==> src/lvrc_cfg.svh <==
`ifndef LVRC_CFG_SVH
`define LVRC_CFG_SVH

// ==========================================================
// register offsets (byte addresses on the plain register port)
`define LVRC_ADDR_STATUS   8'h00
`define LVRC_ADDR_CONFIG   8'h01
`define LVRC_ADDR_INT_STAT 8'h02
`define LVRC_ADDR_INT_EN   8'h03
`define LVRC_ADDR_INT_CLR  8'h04

// ==========================================================
// field positions
`define LVRC_STAT_BELOW_BIT 0
`define LVRC_STAT_RSTREQ_BIT 1
`define LVRC_CFG_PWRD_BIT  0
`define LVRC_CFG_RSTD_BIT  1
`define LVRC_CFG_STOP_BIT  2
`define LVRC_CFG_LVLSEL_BIT 3
`define LVRC_EV_FALL_BIT   0
`define LVRC_EV_RISE_BIT   1
`define LVRC_EV_RST_BIT    2

// ==========================================================
// reset values
`define LVRC_CONFIG_RST    8'h00
`define LVRC_INT_EN_RST    8'h00

`endif

==> src/lvrc_pkg.sv <==
package lvrc_pkg;

    typedef enum logic [1:0] {
        LVRC_IDLE,
        LVRC_TRIPPED
    } lvrc_state_e;

    typedef struct packed {
        logic pwr_disable;
        logic rst_disable;
        logic stop_enable;
        logic level_select;
    } lvrc_cfg_s;

    typedef struct packed {
        logic in_stop;
        logic in_wait;
    } lvrc_mode_s;

    typedef logic [7:0] lvrc_byte_t;

endpackage

==> src/lvrc_sync.sv <==
`timescale 1ns/1ps

module lvrc_sync (
    input  wire logic mclk,
    input  wire logic rst_n,
    input  wire logic async_in,
    output logic      sync_out
);

    logic meta_q;

    // ==========================================================
    // two-flop synchroniser; first stage feeds only the second
    always_ff @(posedge mclk) begin
        if (!rst_n) begin
            meta_q   <= 1'b0;
            sync_out <= 1'b0;
        end else begin
            meta_q   <= async_in;
            sync_out <= meta_q;
        end
    end

endmodule // lvrc_sync

==> src/lvrc_irq.sv <==
`timescale 1ns/1ps
`include "lvrc_cfg.svh"

module lvrc_irq
    import lvrc_pkg::*;
(
    input  wire logic       mclk,
    input  wire logic       rst_n,
    input  wire logic [2:0] events,
    input  wire logic       en_wr,
    input  wire logic       clr_wr,
    input  wire logic [2:0] wdata,
    output logic      [2:0] status_q,
    output logic      [2:0] enable_q,
    output logic            irq
);

    // ==========================================================
    // sticky status; a new event wins over a clear in the same cycle
    always_ff @(posedge mclk) begin
        if (!rst_n) begin
            status_q <= 3'h0;
        end else begin
            status_q <= (status_q & ~(clr_wr ? wdata : 3'h0)) | events;
        end
    end

    always_ff @(posedge mclk) begin
        if (!rst_n) begin
            enable_q <= 3'(`LVRC_INT_EN_RST);
        end else if (en_wr) begin
            enable_q <= wdata;
        end
    end

    assign irq = |(status_q & enable_q);

endmodule // lvrc_irq

==> src/lvrc_top.sv <==
`timescale 1ns/1ps
`include "lvrc_cfg.svh"

module lvrc_top
    import lvrc_pkg::*;
(
    input  wire logic       mclk,
    input  wire logic       rst_n,
    input  wire logic       cmp_below_fall,
    input  wire logic       cmp_above_rise,
    input  wire logic       in_wait,
    input  wire logic       in_stop,
    input  wire logic [7:0] reg_addr,
    input  wire logic [7:0] reg_wdata,
    input  wire logic       reg_wr,
    input  wire logic       reg_rd,
    output logic      [7:0] reg_rdata,
    output logic            monitor_enable,
    output logic            level_select,
    output logic            reset_request,
    output logic            mon_irq
);

    lvrc_cfg_s   cfg_q;
    lvrc_mode_s  mode;
    lvrc_state_e state_q;
    logic        below_s;
    logic        above_s;
    logic        active;
    logic        flag_q;
    logic        flag_d;
    logic        once_q;
    logic        trip;
    logic [2:0]  events;
    logic [2:0]  int_stat;
    logic [2:0]  int_en;
    logic        wr_cfg;

    function automatic logic hit(input logic [7:0] a, input logic [7:0] off);
        hit = (a == off);
    endfunction

    // ==========================================================
    // synchronise comparator outputs
    lvrc_sync u_sync_fall (
        .mclk     (mclk),
        .rst_n    (rst_n),
        .async_in (cmp_below_fall),
        .sync_out (below_s)
    );

    lvrc_sync u_sync_rise (
        .mclk     (mclk),
        .rst_n    (rst_n),
        .async_in (cmp_above_rise),
        .sync_out (above_s)
    );

    // ==========================================================
    // configuration; power and stop bits take one write only, as in
    // a write-once option byte, the other two any number of writes
    assign wr_cfg = reg_wr && hit(reg_addr, `LVRC_ADDR_CONFIG);

    always_ff @(posedge mclk) begin
        if (!rst_n) begin
            cfg_q  <= lvrc_cfg_s'(4'(`LVRC_CONFIG_RST));
            once_q <= 1'b0;
        end else if (wr_cfg) begin
            cfg_q.rst_disable  <= reg_wdata[`LVRC_CFG_RSTD_BIT];
            cfg_q.level_select <= reg_wdata[`LVRC_CFG_LVLSEL_BIT];
            if (!once_q) begin
                cfg_q.pwr_disable <= reg_wdata[`LVRC_CFG_PWRD_BIT];
                cfg_q.stop_enable <= reg_wdata[`LVRC_CFG_STOP_BIT];
                once_q            <= 1'b1;
            end
        end
    end

    // ==========================================================
    // activity: wait mode leaves the monitor running, stop needs opt-in
    assign mode.in_stop = in_stop;
    assign mode.in_wait = in_wait;
    assign active = !cfg_q.pwr_disable
                 && (!mode.in_stop || cfg_q.stop_enable);

    assign monitor_enable = active;
    // the analog side moves its threshold on this; selecting the
    // higher level makes a low supply read below at once
    assign level_select = cfg_q.level_select;

    // ==========================================================
    // hysteresis flag
    always_comb begin
        flag_d = flag_q;
        if (active && below_s) begin
            flag_d = 1'b1;
        end else if (active && above_s) begin
            flag_d = 1'b0;
        end
    end

    always_ff @(posedge mclk) begin
        if (!rst_n) begin
            flag_q <= 1'b0;
        end else begin
            flag_q <= flag_d;
        end
    end

    // ==========================================================
    // reset request; rst_n from the reset controller does not clear
    // the tripped state, otherwise the request would drop while held;
    // an unknown power-up code falls to idle through the default item
    assign trip = active && !cfg_q.rst_disable && below_s;

    always_ff @(posedge mclk) begin
        unique case (state_q)
            LVRC_IDLE: begin
                if (trip) begin
                    state_q <= LVRC_TRIPPED;
                end
            end
            LVRC_TRIPPED: begin
                if (above_s || !active || cfg_q.rst_disable) begin
                    state_q <= LVRC_IDLE;
                end
            end
            default: begin
                state_q <= LVRC_IDLE;
            end
        endcase
    end

    assign reset_request = (state_q == LVRC_TRIPPED);

    // ==========================================================
    // software event bits; the block drives no processor interrupt line
    // of its own, mon_irq only mirrors these enabled status bits
    assign events[`LVRC_EV_FALL_BIT] = flag_d && !flag_q;
    assign events[`LVRC_EV_RISE_BIT] = !flag_d && flag_q;
    assign events[`LVRC_EV_RST_BIT]  = trip && (state_q != LVRC_TRIPPED);

    lvrc_irq u_irq (
        .mclk     (mclk),
        .rst_n    (rst_n),
        .events   (events),
        .en_wr    (reg_wr && hit(reg_addr, `LVRC_ADDR_INT_EN)),
        .clr_wr   (reg_wr && hit(reg_addr, `LVRC_ADDR_INT_CLR)),
        .wdata    (reg_wdata[2:0]),
        .status_q (int_stat),
        .enable_q (int_en),
        .irq      (mon_irq)
    );

    // ==========================================================
    // read port, data one cycle after the strobe; unmapped reads zero
    always_ff @(posedge mclk) begin
        if (!rst_n) begin
            reg_rdata <= 8'h00;
        end else if (reg_rd) begin
            unique case (reg_addr)
                `LVRC_ADDR_STATUS:
                    reg_rdata <= {6'h00, reset_request, flag_q};
                `LVRC_ADDR_CONFIG:
                    reg_rdata <= {4'h0, cfg_q.level_select, cfg_q.stop_enable,
                                  cfg_q.rst_disable, cfg_q.pwr_disable};
                `LVRC_ADDR_INT_STAT:
                    reg_rdata <= {5'h00, int_stat};
                `LVRC_ADDR_INT_EN:
                    reg_rdata <= {5'h00, int_en};
                default:
                    reg_rdata <= 8'h00;
            endcase
        end else begin
            reg_rdata <= 8'h00;
        end
    end

endmodule // lvrc_top

==> config.mk <==
export PLATFORM = sky130hd
export DESIGN_NAME = lvrc_top
export DESIGN_NICKNAME = d
export VERILOG_FILES = /design/src/lvrc_pkg.sv /design/src/lvrc_sync.sv /design/src/lvrc_irq.sv /design/src/lvrc_top.sv
export VERILOG_INCLUDE_DIRS = /design/src
export SDC_FILE = /design/constraint.sdc
export NUM_CORES = 1
export LEC_CHECK = 0
export ABC_AREA = 1
export BUFFER_PORTS_ARGS = -buffer_cell sky130_fd_sc_hd__buf_2
export CELL_PAD_IN_SITES_DETAIL_PLACEMENT = 0
export CELL_PAD_IN_SITES_GLOBAL_PLACEMENT = 1
export CORE_MARGIN = 8
export CORE_UTILIZATION = 33
export CTS_CLUSTER_SIZE = 20
export DETAILED_ROUTE_END_ITERATION = 6
export GPL_ROUTABILITY_DRIVEN = 0
export HOLD_SLACK_MARGIN = 0.15
export MAX_ROUTING_LAYER = met4
export PLACE_DENSITY_LB_ADDON = 0.1
export RECOVER_POWER = 50
export SLEW_MARGIN = 30
export SYNTH_ARGS = -nofsm -noshare
export SYNTH_HDL_FRONTEND = slang
export SYNTH_SLANG_ARGS = --single-unit
==> constraint.sdc <==
create_clock -name mclk -period 1.29 [get_ports mclk]
set_input_delay 0.0645 -clock mclk [delete_from_list [all_inputs] [get_ports mclk]]
set_output_delay 0.0645 -clock mclk [all_outputs]
set_load 0.02 [all_outputs]
Yosys cells after proc, flatten, opt, wreduce, memory -nomap -nowiden --
Index checks and enable logic that the tools add are counted.
Word-level totals: flip-flop bits (word level) 26
Cells by class: muxes and demuxes 7, bitwise logic cells 5, reduce and logical (&&, ||, !) cells 26, equal/unequal tests 8
Operators by type and width (count):
- == test 8 x 2 -> 1 bit (second input constant) | 2
- one-hot mux 4 bit (4 select lines) | 1
- logical AND 1 bit | 11
- == test 8 x 1 -> 1 bit (second input constant) | 1
- == test 8 x 3 -> 1 bit (second input constant) | 1
- zero test 8 bit | 1
- bitwise AND 3 bit | 2
- zero test 1 bit | 6
- AND reduction 2 bit | 3
- two-way mux 2 bit | 2
- inequality test 2 x 1 -> 1 bit (second input constant) | 2
- one-hot mux 2 bit (2 select lines) | 1
- logical OR 1 bit | 3
- two-way mux 3 bit | 1
- inverter 3 bit | 1
- bitwise OR 3 bit | 1
- OR reduction 3 bit | 1
- == test 2 x 1 -> 1 bit (second input constant) | 1
- zero test 2 bit | 1
- two-way mux 1 bit | 2
- inequality test 2 bit (second input constant) | 1
- inverter 1 bit | 1

Depth between registers and ports, before layout --
depth in word-level cells 9, gate-level depth with buffers 8, mapped depth without buffers 8

Cells and area by module --
A second synthesis with hierarchy kept.
Second synthesis, totals: cell total of the unflattened synthesis 158, area total of the unflattened synthesis 1024.7 um^2
Modules (own cells, without submodules):
- lvrc_top | area each 684.4 um^2, times used 1, cells an instance 113, sequential area each 230.2 um^2
- lvrc_irq | area each 230.2 um^2, times used 1, cells an instance 33, sequential area each 120.1 um^2
- lvrc_sync | area each 55.1 um^2, times used 2, cells an instance 6, sequential area each 40.0 um^2

Worst setup path before layout --
OpenSTA, ideal clock, no wires.
path type register -> register, start point reg state_q[0], end point reg state_q[0] (enable), period minus slack after synthesis 1.068 ns, required time 0.980 ns, library setup time 0.310 ns, cell stages (with the launch flop) 4, slack 0.222 ns, buffers on the path 0, arrival 0.758 ns, cells stage by stage edfxtp_1 -> inv_1 -> nand3_1 -> o21ai_0
On the way: word-level cells in the longest chain between the ends 3, elaborated cells on any way between the ends 5, those cells by class eq/ne (3); reduce/logical (2)
RTL lines:
- from (decl) | RTL line lvrc_top.sv:26 | lvrc_state_e state_q;
- from (signal assigned) | RTL line lvrc_top.sv:120 | state_q <= LVRC_TRIPPED;
- from (signal assigned) | RTL line lvrc_top.sv:125 | state_q <= LVRC_IDLE;
- from (signal assigned) | RTL line lvrc_top.sv:129 | state_q <= LVRC_IDLE;
- == test 2 x 1 -> 1 bit or zero test 2 bit (tied branches) | RTL line lvrc_top.sv:117 | unique case (state_q)
- inequality test 2 x 1 -> 1 bit (no source line) or inequality test 2 bit (tied branches)
- AND reduction 2 bit (no source line) (*)
Every way passes the cells marked *; elsewhere a longest branch is shown, timed or not. A chain may end at the register's enable or synchronous reset.

==> flow_results.xml <==
<?xml version="1.0" encoding="UTF-8"?>
<metrics>
  <group name="outcome">
    <metric name="outcome" unit="">finished clean</metric>
  </group>
  <group name="die">
    <metric name="die_x" unit="µm">71.5</metric>
    <metric name="core-area" unit="µm²">2980</metric>
    <metric name="die_h" unit="µm">71.5</metric>
    <metric name="num_rows" unit="">20</metric>
    <metric name="die_area" unit="µm²">5110</metric>
    <metric name="initial_core_util" unit="">0.341</metric>
    <metric name="boundaryPins" unit="">36</metric>
  </group>
  <group name="layout">
    <metric name="post-route-util" unit="">0.455</metric>
    <metric name="flow.area_growth_from_synthesis" unit="%">33.5</metric>
    <metric name="drive_gt1_frac" unit="">0.222</metric>
    <metric name="layout.filler_cells" unit="">325</metric>
    <metric name="finalNetCount" unit="">219</metric>
    <metric name="antenna_cells" unit="">0</metric>
  </group>
  <group name="clocking">
    <metric name="numCtsBuffers" unit="">3</metric>
    <metric name="cts_tree" unit="">done</metric>
    <metric name="cts_num_sinks" unit="">21</metric>
    <metric name="buffer_depth_of_the_longest_clock_path" unit="">2</metric>
    <metric name="clkSlewWorstSetupHoldPaths" unit="ps">130</metric>
    <metric name="clock_tree.root_cell" unit="">sky130_fd_sc_hd__clkbuf_4</metric>
    <metric name="cts_htree_levels" unit="">1</metric>
    <metric name="clk-insertion-delay-late" unit="ps">310</metric>
  </group>
  <group name="setup_path">
    <metric name="critPathMaxFanout" unit="">1</metric>
    <metric name="worst_setup_path_start_kind" unit="">input pin</metric>
    <metric name="timing_worst_setup_path_type" unit="">input pin to register</metric>
    <metric name="cp_data_required_time" unit="ps">1500</metric>
    <metric name="kind_of_end_point_of_the_critical_path" unit="">register</metric>
    <metric name="cp.arrival" unit="ps">1420</metric>
  </group>
  <group name="global_routing">
    <metric name="first_global_vias" unit="">962</metric>
    <metric name="first_pass_grt_wire_length" unit="mm">4.33</metric>
    <metric name="grt_usage" unit="">0.110</metric>
    <metric name="grt-ovfl-total" unit="">0</metric>
    <metric name="grt_max_degree" unit="">13</metric>
    <metric name="antenna_found_initial" unit="">0</metric>
  </group>
  <group name="detailed_routing">
    <metric name="vias" unit="">1018</metric>
    <metric name="drt_pre_antenna_iters" unit="">4</metric>
    <metric name="vias_per_cell" unit="">4.48</metric>
    <metric name="post-route-drc-count" unit="">0</metric>
    <metric name="first_iter_violations" unit="">39</metric>
    <metric name="drt-total-wl" unit="mm">2.58</metric>
    <metric name="final_antenna_net_count" unit="">0</metric>
    <metric name="routed_wire_length_per_instance" unit="µm">11.4</metric>
  </group>
  <group name="logic_synthesis">
    <metric name="synth-main-ff-cell" unit="">sky130_fd_sc_hd__dfxtp_1</metric>
    <metric name="synth.top_cells.by_area" unit="">sky130_fd_sc_hd__dfxtp_1, sky130_fd_sc_hd__nand2_1, sky130_fd_sc_hd__nand3_1</metric>
    <metric name="post-synth-top-count-cell" unit="">sky130_fd_sc_hd__nand2_1</metric>
    <metric name="yosysWarningCount" unit="">0</metric>
    <metric name="netlist-cell-type-count" unit="">24</metric>
    <metric name="post_synth.cell_area_avg" unit="µm²">6.81</metric>
    <metric name="synth_top_area_frac" unit="">0.395</metric>
    <metric name="syn_inst" unit="">149</metric>
    <metric name="post_synth_top_cells" unit="">sky130_fd_sc_hd__nand2_1, sky130_fd_sc_hd__dfxtp_1, sky130_fd_sc_hd__nor2_1</metric>
    <metric name="asr_flop_ratio_synth" unit="">0</metric>
    <metric name="synth_edf_count" unit="">1</metric>
    <metric name="synth-seq-area-share" unit="">0.424</metric>
    <metric name="syn-cell-area" unit="µm²">1010</metric>
    <metric name="yosys.area.top_type" unit="">sky130_fd_sc_hd__dfxtp_1</metric>
    <metric name="synth_seq_cells" unit="">21</metric>
  </group>
  <group name="placed_design">
    <metric name="numPortBuffers" unit="">26</metric>
    <metric name="dp_hpwl" unit="mm">2.00</metric>
  </group>
  <group name="pwr">
    <metric name="leakage" unit="nW">0.683</metric>
    <metric name="pwr-share-seq" unit="">0.585</metric>
    <metric name="power.internal" unit="W">0.000849</metric>
    <metric name="switching_share" unit="">0.261</metric>
    <metric name="power.share.clock" unit="">0.281</metric>
    <metric name="p_per_cell_area" unit="nW/µm²">848</metric>
    <metric name="worst_ir_drop_vdd" unit="mV">0.593</metric>
    <metric name="p_sw" unit="W">0.000300</metric>
    <metric name="pwr-share-comb" unit="">0.134</metric>
  </group>
  <group name="min_path">
    <metric name="worstHoldPathType" unit="">input pin to register</metric>
  </group>
  <group name="sta">
    <metric name="post_route_skew" unit="ps">13.0</metric>
    <metric name="max_freq" unit="MHz">826</metric>
    <metric name="finalSetupViolations" unit="">0</metric>
    <metric name="timing.final.crit_period" unit="ps">1210</metric>
    <metric name="slew_viol_final" unit="">0</metric>
    <metric name="fin_hold_ws" unit="ps">189</metric>
    <metric name="final_min_period_over_clock_period" unit="">0.938</metric>
    <metric name="hold_violations" unit="">0</metric>
  </group>
  <group name="job">
    <metric name="cap_viol_max_count" unit="">0</metric>
  </group>
</metrics>
per-stage QoR:
step	setup WS (ps)	instance area, µm²	setup TNS [ps]	power, W	cells
5_1_grt	-3.37	1360	-3.37	0.00122	227
2_1_floorplan	222	1030	0	0.000764	152
3_5_place_dp	152	1170	0	0.000808	206
3_3_place_gp	188	1170	0	0.000806	206
4_1_cts	19.6	1320	0	0.00116	223
6_report	80.1	1360	0	0.00115	227
power groups by stage:
stage               combinational (W)  sequential (W)  clock (W)
detailed placement           0.000122        0.000687          0
global route                 0.000172        0.000674   0.000377
CTS                          0.000153        0.000672   0.000333
floorplan                   0.0000766        0.000687          0
finish                       0.000154        0.000672   0.000323
global placement             0.000119        0.000687          0
final cells by class:
class                           instances  area (µm²)  area share
Timing Repair Buffer                   44         297       0.219
Multi-Input combinational cell        103         477       0.352
Clock inverter                          1        5.00     0.00369
Tap cell                               33        41.3      0.0305
Clock buffer                            3        22.5      0.0166
Inverter                               22        82.6      0.0609
Sequential cell                        21         430       0.318
metal layers:
layer,up-vias,GRT usage,wire length [µm]
met1,447,0.127,1170
met2,22,0.169,1230
met4,0,0.0408,24
met3,4,0.0418,162
met5,-,-,0
li1,545,-,-
flip-flops by register name (all words and copies together), names as in the netlist, 3 cells and up:
register        flops
cfg_q               3
reg_rdata           4
u_irq.enable_q      3
u_irq.status_q      3
what timing repair did:
action                                  4_1_cts  5_1_grt
buffers inserted                              0        4
endpoints found under the setup margin        0        3
endpoints found under the hold margin        18        0
hold buffers                                 13        0
gates resized for setup                       0        4
worst paths after layout:
kind	from	endpoint	cells past startpoint	slack (ps)
min	reg_addr[0]	u_irq.enable_q[2]	5	190
max reg2reg	cfg_q[1]	state_q[0]	6	160
max	reg_wdata[3]	level_select	5	80
min reg2reg	u_sync_fall.meta_q	u_sync_fall.sync_out	2	430
placed cells by master (no fill, tap or decap), types with 3 or more instances in the layout:
master                          count
sky130_fd_sc_hd__nand2_1           35
sky130_fd_sc_hd__buf_2             23
sky130_fd_sc_hd__nor2_1            20
sky130_fd_sc_hd__dfxtp_1           20
sky130_fd_sc_hd__inv_1             18
sky130_fd_sc_hd__nand3_1           18
sky130_fd_sc_hd__dlygate4sd3_1     12
sky130_fd_sc_hd__a21oi_1            8
sky130_fd_sc_hd__buf_4              5
sky130_fd_sc_hd__nand2_2            4
sky130_fd_sc_hd__conb_1             4
sky130_fd_sc_hd__inv_2              3
sky130_fd_sc_hd__o21ai_0            3
sky130_fd_sc_hd__clkbuf_4           3
sky130_fd_sc_hd__clkbuf_1           3
worst max-delay path, stage by stage:
cell and delay [ps]:
sky130_fd_sc_hd__dlygate4sd3_1 530, sky130_fd_sc_hd__buf_2 120, sky130_fd_sc_hd__o21ai_1 120, sky130_fd_sc_hd__dlygate4sd3_1 560
sky130_fd_sc_hd__nor2_1 40
cell families (layout without fill, tap and decap cells):
| family | after synthesis | count (layout) | share of synthesized area |
|---|---|---|---|
| flip-flops | 21 | 21 | 0.424 |
| other | 1 | 4 | 0.00370 |
| AO/OA/AOI/OAI | 12 | 12 | 0.0592 |
| AND/OR/NAND/NOR | 87 | 87 | 0.393 |
| buffers and inverters | 28 | 70 | 0.120 |
No activity file was read; power rests on OpenSTA's default activity.
